===== src/pkg/dbt_pkg.sv =====
// constants and carrier types for the debug trigger and breakpoint logic
package dbt_pkg;
  localparam int unsigned DBT_DEPTH = 64;
  localparam int unsigned DBT_PTR_W = 6;
  localparam int unsigned DBT_CNT_W = 7;
  localparam int unsigned DBT_AW = 16;
  localparam int unsigned DBT_DW = 16;
  localparam int unsigned DBT_XW = 6;
  localparam int unsigned DBT_EW = DBT_AW + DBT_DW;
  localparam logic [DBT_CNT_W-1:0] DBT_CNT_FULL = 7'h40;
  localparam logic [DBT_CNT_W-1:0] DBT_CNT_LAST = 7'h3f;
  localparam logic [DBT_CNT_W-1:0] DBT_CNT_ONE = 7'h01;
  localparam logic [DBT_PTR_W-1:0] DBT_PTR_ONE = 6'h01;
  localparam logic [DBT_DW-1:0] DBT_ZERO_WORD = 16'h0000;
  // page select: only the low bit counts, 10/11 read as 00/01
  localparam int unsigned DBT_PAGE_EXT_BIT = 0;
  // trigger mode field coding
  localparam logic [3:0] DBT_MODE_A_ONLY = 4'h0;
  localparam logic [3:0] DBT_MODE_A_OR_B = 4'h1;
  localparam logic [3:0] DBT_MODE_A_THEN_B = 4'h2;
  localparam logic [3:0] DBT_MODE_EV_B = 4'h3;
  localparam logic [3:0] DBT_MODE_A_AND_B = 4'h5;

  typedef struct packed {
    logic [DBT_XW-1:0] ext;   // extended compare bits
    logic [DBT_AW-1:0] value; // high and low compare bytes
    logic rw_en;
    logic rw_lvl;
  } dbt_cmp_cfg_t;

  typedef struct packed {
    logic [DBT_AW-1:0] addr;      // core address bus
    logic [21:14] xaddr;          // expanded address bits
    logic [DBT_DW-1:0] data;      // core data bus
    logic rw;                     // 1 read, 0 write
    logic pfetch;                 // program fetch cycle
    logic free;                   // free cycle
    logic cof;                    // change of flow, addr is the target
    logic exec_valid;             // opcode about to execute
    logic [DBT_AW-1:0] exec_addr; // its address from opcode tracking
  } dbt_bus_t;

  typedef struct packed {
    logic trace_debug_enable;
    logic legacy_breakpoint_enable;
    logic [1:0] page_select_field;
    logic tag_trigger_select;
    logic [3:0] trig_mode;
    logic begin_sel;
    logic detail_capture;
    logic break_on_trigger;
    logic bdm_select;      // comparator breaks go to background unit, else swi
    logic legacy_tag_ab;
    logic legacy_full;
    logic comp_c_break_enable;
    logic comp_c_tag_select;
    logic comp_c_rw_enable;
    logic comp_c_rw_level;
  } dbt_ctrl_t;

  typedef struct packed {
    logic activate;
    logic flag_a;
    logic flag_b;
    logic flag_c;
    logic triggered;
    logic [DBT_CNT_W-1:0] count;
  } dbt_status_t;
endpackage


===== src/verilog/dbt_cmp.sv =====
// one address or data comparator with page and read/write qualification
`timescale 1ns/1ns
module dbt_cmp (
  input dbt_pkg::dbt_cmp_cfg_t cfg, // stored compare value
  input wire logic [dbt_pkg::DBT_AW-1:0] addr, // address to compare
  input wire logic [21:14] xaddr, // expanded address bits
  input wire logic [dbt_pkg::DBT_DW-1:0] data, // data bus
  input wire logic rw, // bus direction
  input wire logic page_ext, // match the upper address bits too
  input wire logic use_data, // compare data instead of address
  input wire logic rw_check, // qualify by direction
  input wire logic rw_lvl, // direction wanted
  output logic match // combinational hit
);
  import dbt_pkg::*;
  logic [DBT_AW-1:0] probe;
  logic ext_ok;

  always_comb begin
    probe = addr;
    if (use_data) begin
      probe = data;
    end else if (page_ext) begin
      probe = {xaddr[15:14], addr[13:0]};
    end
  end

  assign ext_ok = ~page_ext | use_data | (cfg.ext == xaddr[21:16]);
  assign match = (probe == cfg.value) & ext_ok & (~rw_check | (rw == rw_lvl));
endmodule


===== src/verilog/dbt_trigger_logic.sv =====
// comparator, trigger, trace buffer and breakpoint arbitration logic
`timescale 1ns/1ns
// How it works
// - no breakpoints while background firmware runs
// - single step blocks tagged entry to background
// - background requests win over software interrupt
// - background unit and tag pins beat comparators
// - legacy tagged break repeats on return to instruction
// - legacy mode adds comparator C breakpoint
// - comparators A and B match address bus
// - full modes: comparator B matches data bus
// - trace mode page select 01 compares extended bits
// - tagged C break hides same-address A/B trigger
// - tag select ignores A/B direction enables
// - A and B trace mode: A direction bits govern both
// - tag select waits for execution, else forced
// - controller decides storing and break requests
// - begin trigger stores 64 then stops
// - end trigger stores until trigger, wrapping
// - activate clears on trigger or fill
// - arming clears flags, matches set them
// - store flow, event data or detail cycles
// - A only and A or B triggering
// - A then B evaluates B after A
// - event-only B is begin type, untagged
// - legacy enable overrides trace enable
// - secured part cannot use trace mode
module dbt_trigger_logic (
  input wire logic clock, // core bus clock
  input wire logic nrst, // synchronous reset, active low
  input dbt_pkg::dbt_bus_t bus, // core buses
  input dbt_pkg::dbt_cmp_cfg_t cfg_a, // comparator A setup
  input dbt_pkg::dbt_cmp_cfg_t cfg_b, // comparator B setup
  input dbt_pkg::dbt_cmp_cfg_t cfg_c, // comparator C setup
  input dbt_pkg::dbt_ctrl_t ctrl, // control bits
  input wire logic arm_set, // pulse: software sets activate
  input wire logic secure, // part is secured
  input wire logic bdm_active, // cpu runs background firmware
  input wire logic single_step_command_active, // step command running
  input wire logic bdm_break_req, // break from background unit
  input wire logic external_tag_low_pin, // tag pin, asynchronous
  input wire logic external_tag_high_pin, // tag pin, asynchronous
  input wire logic [dbt_pkg::DBT_PTR_W-1:0] trace_rd_idx, // 0 is oldest
  output dbt_pkg::dbt_status_t status_q, // status bits
  output logic break_bdm_q, // pulse: enter background mode
  output logic break_swi_q, // pulse: software interrupt
  output logic break_ext_q, // pulse: break came from background unit or a tag pin
  output logic [dbt_pkg::DBT_EW-1:0] trace_rd_data_q // trace word
);
  import dbt_pkg::*;

  typedef enum logic [1:0] {ST_IDLE, ST_ARMED, ST_CAPTURE} dbt_state_t;

  dbt_state_t state_q;
  dbt_state_t state_d;
  logic [DBT_EW-1:0] trace_mem [DBT_DEPTH];
  logic [DBT_PTR_W-1:0] wptr_q;
  logic [1:0] tag_lo_sync_q;
  logic [1:0] tag_hi_sync_q;
  logic a_seen_q;
  logic dbg_on, full_mode, ev_only, tagging, begin_eff, tag_ab;
  logic page_ext, hit_a, hit_b, hit_c, valid_ab, valid_c;
  logic ma, mb, mc, trig, set_a, set_b, wr, store_want;
  logic legacy_brk, trace_brk, cmp_brk, cmp_tagged, cmp_ok, ext_ok;
  logic [DBT_AW-1:0] addr_ab, addr_c;
  logic [DBT_EW-1:0] entry;
  logic [DBT_PTR_W-1:0] oldest;

  // legacy mode wins and a secured part stays out of trace mode
  assign dbg_on = ctrl.trace_debug_enable & ~ctrl.legacy_breakpoint_enable
    & ~secure;
  assign full_mode = dbg_on & (ctrl.trig_mode == DBT_MODE_A_AND_B);
  assign ev_only = (ctrl.trig_mode == DBT_MODE_EV_B)
    & ~ctrl.detail_capture;
  assign tagging = ctrl.tag_trigger_select & ~ev_only;
  assign begin_eff = ctrl.begin_sel | ev_only;
  assign tag_ab = ctrl.legacy_breakpoint_enable ? ctrl.legacy_tag_ab
    : tagging;
  assign page_ext = dbg_on & ctrl.page_select_field[DBT_PAGE_EXT_BIT];

  // tagged compares look at the opcode about to execute
  assign addr_ab = tag_ab ? bus.exec_addr : bus.addr;
  assign valid_ab = ~tag_ab | bus.exec_valid;
  assign addr_c = ctrl.comp_c_tag_select ? bus.exec_addr : bus.addr;
  assign valid_c = ~ctrl.comp_c_tag_select | bus.exec_valid;

  dbt_cmp u_cmp_a (
    .cfg(cfg_a),
    .addr(addr_ab),
    .xaddr(bus.xaddr),
    .data(bus.data),
    .rw(bus.rw),
    .page_ext(page_ext),
    .use_data(1'b0),
    .rw_check(cfg_a.rw_en & ~tag_ab),
    .rw_lvl(cfg_a.rw_lvl),
    .match(hit_a)
  );

  dbt_cmp u_cmp_b (
    .cfg(cfg_b),
    .addr(addr_ab),
    .xaddr(bus.xaddr),
    .data(bus.data),
    .rw(bus.rw),
    .page_ext(page_ext),
    .use_data(full_mode | (ctrl.legacy_breakpoint_enable
      & ctrl.legacy_full)),
    // A and B trace mode borrows A's direction bits for B; legacy full keeps B's own
    .rw_check(~tag_ab & (full_mode ? cfg_a.rw_en
      : cfg_b.rw_en)),
    .rw_lvl(full_mode ? cfg_a.rw_lvl : cfg_b.rw_lvl),
    .match(hit_b)
  );

  dbt_cmp u_cmp_c (
    .cfg(cfg_c),
    .addr(addr_c),
    .xaddr(bus.xaddr),
    .data(bus.data),
    .rw(bus.rw),
    .page_ext(page_ext),
    .use_data(1'b0),
    .rw_check(ctrl.comp_c_rw_enable & ~ctrl.comp_c_tag_select),
    .rw_lvl(ctrl.comp_c_rw_level),
    .match(hit_c)
  );

  assign mc = hit_c & valid_c;
  // a tagged C break at the same opcode hides the A/B trigger
  assign ma = hit_a & valid_ab & ~(mc & tag_ab & ctrl.comp_c_tag_select
    & ctrl.comp_c_break_enable);
  assign mb = hit_b & valid_ab & ~(mc & tag_ab & ctrl.comp_c_tag_select
    & ctrl.comp_c_break_enable);

  // trigger decode per mode
  always_comb begin
    trig = 1'b0;
    set_a = 1'b0;
    set_b = 1'b0;
    unique case (ctrl.trig_mode)
      DBT_MODE_A_ONLY: begin
        trig = ma;
        set_a = ma;
      end
      DBT_MODE_A_OR_B: begin
        trig = ma | mb;
        set_a = ma;
        set_b = mb;
      end
      DBT_MODE_A_THEN_B: begin
        trig = mb & a_seen_q;
        set_a = ma;
        set_b = mb & a_seen_q;
      end
      DBT_MODE_EV_B: begin
        trig = mb;
        set_b = mb;
      end
      DBT_MODE_A_AND_B: begin
        trig = tagging ? ma : (ma & mb);
        set_a = trig;
        set_b = trig;
      end
      default: begin
        trig = 1'b0;
      end
    endcase
  end

  // what gets stored and when
  always_comb begin
    store_want = bus.cof;
    entry = {bus.addr, DBT_ZERO_WORD};
    if (ctrl.detail_capture) begin
      store_want = ~bus.pfetch & ~bus.free;
      entry = {bus.addr, bus.data};
    end else if (ev_only) begin
      store_want = mb;
      entry = {DBT_ZERO_WORD, bus.data};
    end
  end

  assign wr = store_want & ((state_q == ST_CAPTURE)
    | ((state_q == ST_ARMED) & (~begin_eff | (ev_only & trig))));

  always_comb begin
    state_d = state_q;
    unique case (state_q)
      ST_IDLE: begin
        if (arm_set & dbg_on) begin
          state_d = ST_ARMED;
        end
      end
      ST_ARMED: begin
        if (trig) begin
          state_d = begin_eff ? ST_CAPTURE : ST_IDLE;
        end
      end
      ST_CAPTURE: begin
        if (wr & (status_q.count == DBT_CNT_LAST)) begin
          state_d = ST_IDLE;
        end
      end
    endcase
    if (~dbg_on) begin
      state_d = ST_IDLE;
    end
  end

  always_ff @(posedge clock) begin
    if (!nrst) begin
      state_q <= ST_IDLE;
    end else begin
      state_q <= state_d;
    end
  end

  // status and write pointer in one process: status_q has a single driver
  always_ff @(posedge clock) begin
    if (!nrst) begin
      status_q <= '0;
      wptr_q <= '0;
      a_seen_q <= 1'b0;
    end else begin
      status_q.activate <= (state_d != ST_IDLE);
      if (state_q == ST_IDLE & arm_set & dbg_on) begin
        // a match in the arming cycle does not count, only armed ones do
        status_q.flag_a <= 1'b0;
        status_q.flag_b <= 1'b0;
        status_q.flag_c <= 1'b0;
        status_q.triggered <= 1'b0;
        status_q.count <= '0;
        wptr_q <= '0;
        a_seen_q <= 1'b0;
      end else begin
        if (state_q == ST_ARMED) begin
          status_q.flag_a <= status_q.flag_a | set_a;
          status_q.flag_b <= status_q.flag_b | set_b;
          status_q.flag_c <= status_q.flag_c | mc;
          status_q.triggered <= status_q.triggered | trig;
          a_seen_q <= a_seen_q | ma;
        end
        // end trigger overwrites the oldest word
        if (wr) begin
          wptr_q <= wptr_q + DBT_PTR_ONE;
          if (status_q.count != DBT_CNT_FULL) begin
            status_q.count <= status_q.count + DBT_CNT_ONE;
          end
        end
      end
    end
  end

  always_ff @(posedge clock) begin
    if (wr) begin
      trace_mem[wptr_q] <= entry;
    end
  end

  assign oldest = (status_q.count == DBT_CNT_FULL) ? wptr_q : '0;

  always_ff @(posedge clock) begin
    if (!nrst) begin
      trace_rd_data_q <= '0;
    end else begin
      trace_rd_data_q <= trace_mem[oldest + trace_rd_idx];
    end
  end

  // tag pins come from outside; plain two-stage synchronisers
  always_ff @(posedge clock) begin
    if (!nrst) begin
      tag_lo_sync_q <= '0;
      tag_hi_sync_q <= '0;
    end else begin
      tag_lo_sync_q <= {tag_lo_sync_q[0], external_tag_low_pin};
      tag_hi_sync_q <= {tag_hi_sync_q[0], external_tag_high_pin};
    end
  end

  // no one-shot latch: a re-executed tagged opcode hits again
  assign legacy_brk = ctrl.legacy_breakpoint_enable & (
    (ctrl.legacy_full ? (tag_ab ? ma : (ma & mb)) : (ma | mb))
    | (ctrl.comp_c_break_enable & mc));
  assign trace_brk = dbg_on & (state_q == ST_ARMED) & trig
    & ctrl.break_on_trigger;
  assign cmp_brk = legacy_brk | trace_brk;
  assign cmp_tagged = ctrl.legacy_breakpoint_enable
    ? ((ctrl.comp_c_break_enable & mc) ? ctrl.comp_c_tag_select : tag_ab)
    : tagging;
  assign ext_ok = bdm_break_req | ((tag_lo_sync_q[1] | tag_hi_sync_q[1])
    & ~single_step_command_active);
  assign cmp_ok = cmp_brk & ~(cmp_tagged & ctrl.bdm_select
    & single_step_command_active);

  always_ff @(posedge clock) begin
    if (!nrst) begin
      break_bdm_q <= 1'b0;
      break_swi_q <= 1'b0;
      break_ext_q <= 1'b0;
    end else if (bdm_active) begin
      break_bdm_q <= 1'b0;
      break_swi_q <= 1'b0;
      break_ext_q <= 1'b0;
    end else begin
      break_ext_q <= ext_ok;
      break_bdm_q <= ext_ok | (cmp_ok & ctrl.bdm_select);
      break_swi_q <= cmp_ok & ~ctrl.bdm_select & ~ext_ok;
    end
  end
endmodule

===== config.mk =====
export PLATFORM = sky130hd
export DESIGN_NAME = dbt_trigger_logic
export DESIGN_NICKNAME = d
export VERILOG_FILES = /design/src/pkg/dbt_pkg.sv /design/src/verilog/dbt_cmp.sv /design/src/verilog/dbt_trigger_logic.sv
export SDC_FILE = /design/constraint.sdc
export NUM_CORES = 2
export LEC_CHECK = 0
export BUFFER_PORTS_ARGS = -buffer_cell sky130_fd_sc_hd__buf_2
export CAP_MARGIN = 0
export CORE_ASPECT_RATIO = 0.9
export CORE_UTILIZATION = 35
export DETAILED_ROUTE_END_ITERATION = 12
export GPL_TIMING_DRIVEN = 0
export SLEW_MARGIN = 0
export SYNTH_ARGS = -nofsm -noshare
export SYNTH_HDL_FRONTEND = slang
export SYNTH_SLANG_ARGS = --single-unit

===== constraint.sdc =====
create_clock -name clock -period 8.3 [get_ports clock]
set_input_delay 0.83 -clock clock [delete_from_list [all_inputs] [get_ports clock]]
set_output_delay 0.83 -clock clock [all_outputs]
set_load 0.01 [all_outputs]

After elaboration in Yosys (flattened, before gate mapping):

Memory sizes are Yosys's and may differ from the RTL's. A register that Yosys moved wholly into a read port is not among the register bits.
Cells that the tools add are included.

* $add $sub $neg: 3
* equal/unequal tests: 18
* mux-type cells: 29
* bitwise operators: 89
* reductions and logical operators: 9

Operators by type and width (number)
* two-way mux 16 bit: 5
* two-way mux 32 bit: 2
* equality test 16 bit: 3
* AND 1 bit: 46
* OR 1 bit: 24
* NOT 1 bit: 19
* equality test 6 bit: 3
* two-way mux 1 bit: 12
* two-way mux 2 bit: 5
* equality test 4 x 2 -> 1 bit, second input constant: 2
* adder 7 x 1 -> 7 bit, second input constant: 1
* equality test 7 x 6 -> 1 bit, second input constant: 1
* equality test 7 bit, second input constant: 1
* != test 7 bit, second input constant: 1
* adder 6 x 1 -> 6 bit, second input constant: 1
* adder 6 bit: 1
* two-way mux 6 bit: 1
* one-hot mux 2 bit (3 select lines): 1
* OR reduction 2 bit: 3
* one-hot mux 1 bit (5 select lines): 1
* equality test 4 x 1 -> 1 bit, second input constant: 1
* equality test 4 x 3 -> 1 bit, second input constant: 1
* logical NOT 4 bit: 1
* equality test 1 bit: 3
* 9 further kinds: 9

* bits in registers: 28
* bits in writable memories: 2048
* output and inout port bits: 47
* word-level logic and storage cells: 163
* memories: 1

Memories
* trace_mem: depth 64, width 32, rd ports 1, clocked after Yosys merged registers in 1, write ports 1, line dbt_trigger_logic.sv:56 `logic [DBT_EW-1:0] trace_mem [DBT_DEPTH];`

Logic depth before layout (Yosys ltp):

* word-level depth: 27
* gate-level depth with buffers: 16
* depth with buffers taken out: 14

Hierarchy:

From an unflattened synthesis, not the netlist that was laid out.

* cell total of the unflattened synthesis: 3730
* area total of the unflattened synthesis: 82805.7 sq um

Modules (own cells, without submodules)
* dbt_trigger_logic: instances 1, cells each 3568, area an instance 81379.3 sq um, sequential area each 62700.1 sq um
* dbt_cmp: instances 3, cells each 54, area an instance 475.5 sq um, sequential area each 0.0 sq um

Least setup slack after synthesis:

OpenSTA, ideal clock, no wires.

* path type: input port to flip-flop
* start point: input port ctrl[17] in the netlist's numbering
* end point: memory trace_mem[57][0] in the netlist's numbering (enable)
* setup time: 0.421 ns
* data arrival time: 4.886 ns
* required time: 7.879 ns
* slack: 2.993 ns
* stages: 12
* path through: buf_4 -> nand2_1 -> a21boi_2 -> o32ai_1 -> or4_1 -> nor4_1 -> o211ai_1 -> nor4_2 -> o21ai_1 -> or4b_1 -> clkbuf_1 -> nor2_1

* longest elaborated chain between the ends: 24
* elaborated cells on any way between the ends: 60
* those cells by class: 4 x eq/ne; 13 x mux; 43 x bitwise

RTL lines
* start, declared: line dbt_trigger_logic.sv:35 `input dbt_pkg::dbt_ctrl_t ctrl,`
* NOT 1 bit: line dbt_trigger_logic.sv:70 `assign dbg_on = ctrl.trace_debug_enable & ~ctrl.legacy_breakpoint_enable`
* AND 1 bit: line dbt_trigger_logic.sv:70
* AND 1 bit: line dbt_trigger_logic.sv:71 `& ~secure;`
* AND 1 bit: line dbt_trigger_logic.sv:79 `assign page_ext = dbg_on & ctrl.page_select_field[DBT_PAGE_EXT_BIT];`
* two-way mux 16 bit or NOT 1 bit (tied branches): line dbt_cmp.sv:23, dbt_cmp.sv:28
* equality test 16 bit or OR 1 bit (tied branches): line dbt_cmp.sv:29, dbt_cmp.sv:28
* AND 1 bit (2 in a row): line dbt_cmp.sv:29 `assign match = (probe == cfg.value) & ext_ok & (~rw_check | (rw == rw_lvl));`
* AND 1 bit: line dbt_trigger_logic.sv:129 `assign mc = hit_c & valid_c;`
* (+7 left out)
* one-hot mux 1 bit (5 select lines): line dbt_trigger_logic.sv:141 `unique case (ctrl.trig_mode)`
* AND 1 bit: line dbt_trigger_logic.sv:185 `| ((state_q == ST_ARMED) & (~begin_eff | (ev_only & trig))));`
* OR 1 bit: line dbt_trigger_logic.sv:185
* AND 1 bit: line dbt_trigger_logic.sv:185
* OR 1 bit: line dbt_trigger_logic.sv:185
* AND 1 bit *: line dbt_trigger_logic.sv:184 `assign wr = store_want & ((state_q == ST_CAPTURE)`
* two-way mux 1 bit *: line dbt_trigger_logic.sv:256 `if (wr) begin`
* two-way mux 1 bit (not written as such) *: line dbt_trigger_logic.sv:257 `trace_mem[wptr_q] <= entry;`
* end, declared: line dbt_trigger_logic.sv:56

Mark *: on every way between the ends. The rest lies on a longest branch, timed or not.

Final worst setup path:

* start point: register status_q[0] in the netlist's numbering
* end point: register trace_rd_data_q[7] in the netlist's numbering, read port of trace_mem

* longest elaborated chain between the ends: 3

RTL lines
* start, declared: line dbt_trigger_logic.sv:44 `output dbt_pkg::dbt_status_t status_q,`
* equality test 7 bit: line dbt_trigger_logic.sv:261 `assign oldest = (status_q.count == DBT_CNT_FULL) ? wptr_q : '0;`
* two-way mux 6 bit: line dbt_trigger_logic.sv:261
* adder 6 bit: line dbt_trigger_logic.sv:267 `trace_rd_data_q <= trace_mem[oldest + trace_rd_idx];`
* end, declared: line dbt_trigger_logic.sv:48 `output logic [dbt_pkg::DBT_EW-1:0] trace_rd_data_q`

No other way between the ends.
A chain may end at the register's enable or synchronous reset.

==> run_results.csv <==
group,metric,value,unit
final_layout,layout-drive-gt1-share,0.315,
timing,fin_setup_tns,0,ps
setup_path,critical_path.endpoint_type,"flip-flop",
logic_synthesis,asyncSetResetFlopFracSynth,0,
clocking,tritoncts,"built",
routing,initialDrtViolationCount,5190,
setup_path,critical_path_arrival,8840,ps
floorplanning,initial_core_util,0.353,
setup_path,worstRegToRegCells,16,
run_status,status,"finished, violations left",
setup_path,cp-start-kind,"flip-flop",
setup_path,critical-path-top-cell-by-count,"clkbuf_1",
setup_path,cp_data_required_time,8890,ps
setup_path,number_of_buffer_and_inverter_instances_along_the_worst_setup_path,6,
setup_path,setup.worst_path.class,"reg -> reg",
floorplanning,placeableCoreArea,234000,µm²
clocking,ctsHtreeMaxLevel,4,
floorplanning,ioPinCount,214,
clocking,clock_tree.root_cell,"clkbuf_16",
global_routing,grt_max_degree,65,
clocking,path_clk_slew,60,ps
timing,drv_slew,2,
logic_synthesis,synth_xor_area_frac,0.00786,
final_layout,nFillCells,20200,
setup_path,critical_path.reg2reg.endpoint,"trace_rd_data_q[7]",
logic_synthesis,netlist_area,82500,µm²
power,leakage_power,28.8,nW
final_layout,fin_nets,4346,
logic_synthesis,synth_top_family_by_area,"multiplexers",
routing,wl_per_cell,29.9,µm
timing,timing.clock.skew,41.8,ps
global_routing,globalRouteTotalUtil,0.187,
run,timing.max_cap.violations,3,
clocking,cts-buffers-inserted,209,
min_path,hold_path_end,"tag_hi_sync_q[0]",
routing,postRouteWirelength,224000,µm
min_path,holdCritPathClass,"in -> reg",
logic_synthesis,yosys.cell_count.top_type,"edfxtp_1",
min_path,hold_start,"external_tag_high_pin",
place,gp_weighted_congestion,0.977,
logic_synthesis,sequential_cell_area_fraction_in_the_yosys_report,0.760,
routing,routed_via_density,5.48,
run_status,violations_in_the_final_reports,"max-capacitance violations, max-slew violations",
setup_path,crit_path_top_delay_cell,"a311oi_1",
logic_synthesis,synth_top_flop_cell,"edfxtp_1",
clocking,cts_num_sinks,2108,
logic_synthesis,muxShareOfSynthArea,0.178,
logic_synthesis,synth_cell_type_count,71,
min_path,hold_depth,2,
power,powerDensity,230,nW/µm²
timing,tightestPinTransition,1520,ps
routing,number_of_nets_with_antenna_violations_after_routing,0,
logic_synthesis,ys_seq_elements,2108,
place,io_buffer_count,209,
setup_path,reg_to_reg_setup_timing_slack,50,ps
timing,setup_viol,0,
power,power.ir.vdd_worst,0.179,mV
routing,detailroute.via_count,41100,
setup_path,biggest_cell_delay_along_the_critical_path,1040,ps
global_routing,grt_pass1_wl,314000,µm
routing,remaining_drc_errors,0,
setup_path,path_delay_family,"buffers and inverters",
timing,final.hold.worst_slack,223,ps
global_routing,grt_remaining_overflow,0,
logic_synthesis,synth_simple_gate_area_frac,0.0257,
timing,max-slew-margin-rel,-0.0166,
logic_synthesis,synth_fa_ha_area_frac,0.00191,
timing,finalCritPeriodShare,0.994,
logic_synthesis,postSynthNetCount,3833,
floorplanning,fp.dieW,514,µm
final_layout,flow.area_growth_from_synthesis,17.4,%
floorplanning,placement_rows,168,
logic_synthesis,synthDominantAreaCellType,"edfxtp_1",
logic_synthesis,synth_area_per_cell,22.6,µm²
logic_synthesis,synthesized_area_fraction_occupied_by_ao_oa_aoi_and_oai_cells,0.0163,
setup_path,rr_startpoint,"status_q[0]",
setup_path,worstPathCellList,"inv_1 -> ha_1 -> or4b_2 -> nor3b_1 -> clkbuf_1 -> and2_1 -> ha_1 -> fa_1 -> clkbuf_1 -> clkbuf_1 -> clkbuf_1 -> clkbuf_1 -> mux4_2 -> mux4_2 -> nand2_1 -> a311oi_1",
global_routing,first_global_vias,41200,
place,dp_hpwl,153000,µm
logic_synthesis,synth.area.top_cells,"edfxtp_1 (75%), mux4_2 (17%), dfxtp_1 (1.5%)",
logic_synthesis,synthDominantCellAreaShare,0.746,
logic_synthesis,yosysWarningCount,0,
timing,final-hold-violation-count,0,
logic_synthesis,synth.top_cells.by_count,"edfxtp_1 (2048), mux4_2 (640), clkbuf_1 (139), nand2_1 (98), nor2_1 (96)",
logic_synthesis,cells_after_synthesis,3654,
clocking,postCtsHoldBufs,0,
timing,timing.fmax,121,MHz
clocking,clock_latency_at_the_later_pin_of_the_worst_skew_pair,840,ps
clocking,ctsLongestPathBuffers,3,
floorplanning,die_height,462,µm
global_routing,grt_antenna_before_repair,24,
timing,min_period,8250,ps
floorplanning,die-area,238000,µm²
routing,drt_pre_antenna_iters,8,
logic_synthesis,synth_edf_count,2048,
setup_path,critical_path_peak_fanout,10,
final cells by class:
cell class	instances	area, µm²	area share
clock inverters	124	1070	0.0111
plain buffers	190	743	0.00768
diodes	12	30.0	0.000310
flip-flops and latches	2108	62700	0.648
inverters	17	63.8	0.000659
repair buffers	302	3000	0.0310
well taps	3145	3940	0.0407
multi-input cells	1339	19600	0.203
clock buffers	264	5620	0.0581
power by group:
group	switching (mW)	internal, mW
registers	0.00724	11.7
clock network	3.96	5.28
logic	0.809	0.469
cell families after synthesis:
kind of cell,Yosys count
flip-flops,2108
buffers and inverters,207
AND/OR/NAND/NOR,400
XOR/XNOR,74
multiplexers,669
AO/OA/AOI/OAI,184
adder cells (fa/ha/maj),12
routing by layer:
| metal | up-vias | GRT usage | share of wire |
|---|---|---|---|
| met3 | 302 | 0.0410 | 0.091 |
| met2 | 1985 | 0.290 | 0.47 |
| met4 | 8 | 0.0650 | 0.035 |
| li1 | 16600 | - | - |
| met1 | 22200 | 0.261 | 0.41 |
| met5 | - | 0 | 0.00017 |
worst register-to-register path, delay by kind of cell, from the launching register on:
family	cells	cell delay [ps]
buffers and inverters	6	3550
DFF	1	380
AOI/OAI and AO/OA	1	1040
and+or+nand+nor	4	1830
muxes	2	700
adders and majority gates	3	550
registers in the layout (all words and copies together) (netlist names):
name / flops
trace_mem: 2048
trace_rd_data_q: 32
status_q: 12
wptr_q: 6
state_q: 2
tag_hi_sync_q: 2
tag_lo_sync_q: 2
a_seen_q: 1
break_bdm_q: 1
break_ext_q: 1
break_swi_q: 1
stage by stage:
step	setup WS [ps]	std cells	power, mW	util	cell area (µm²)
floorplan	2990	3654	12.6	-	82500
global placement	-970	7008	13.2	0.374	87400
detailed placement	162	7100	13.2	0.385	90000
CTS	124	7488	22.4	0.414	96700
global route	-13.0	7490	22.8	0.414	96800
finish	52.0	7501	22.2	0.414	96800
placed cells by master (no fill, tap or decap), types with 33 or more instances in the layout:
| cell | instances |
|---|---|
| a211oi_1 | 39 |
| a21oi_1 | 36 |
| a311oi_1 | 33 |
| and2_1 | 47 |
| buf_1 | 44 |
| buf_12 | 78 |
| buf_2 | 212 |
| clkbuf_1 | 176 |
| clkbuf_16 | 212 |
| clkinv_1 | 51 |
| clkinv_2 | 40 |
| dfxtp_1 | 60 |
| edfxtp_1 | 2048 |
| mux4_2 | 640 |
| nand2_1 | 98 |
| nor2_4 | 66 |
| xor2_1 | 44 |
what timing repair did:
| item | in CTS | in global routing |
|---|---|---|
| buffers inserted | 0 | 0 |
| resized for setup | 0 | 10 |
| endpoints found under the setup margin | 0 | 5 |
worst max path at each step:
stage	start	cells past startpoint	slack [ps]	end
6_report	status_q[0]	16	50	trace_rd_data_q[7]
2_1_floorplan	ctrl[17]	12	2990	trace_mem[57][0]
4_1_cts	status_q[0]	14	120	trace_rd_data_q[12]
5_1_grt	status_q[1]	15	-10	trace_rd_data_q[7]
3_3_place_gp	ctrl[8]	13	-970	trace_mem[33][14]
3_5_place_dp	status_q[0]	14	160	trace_rd_data_q[12]
Note: power is estimated with default switching activity, not from simulation.
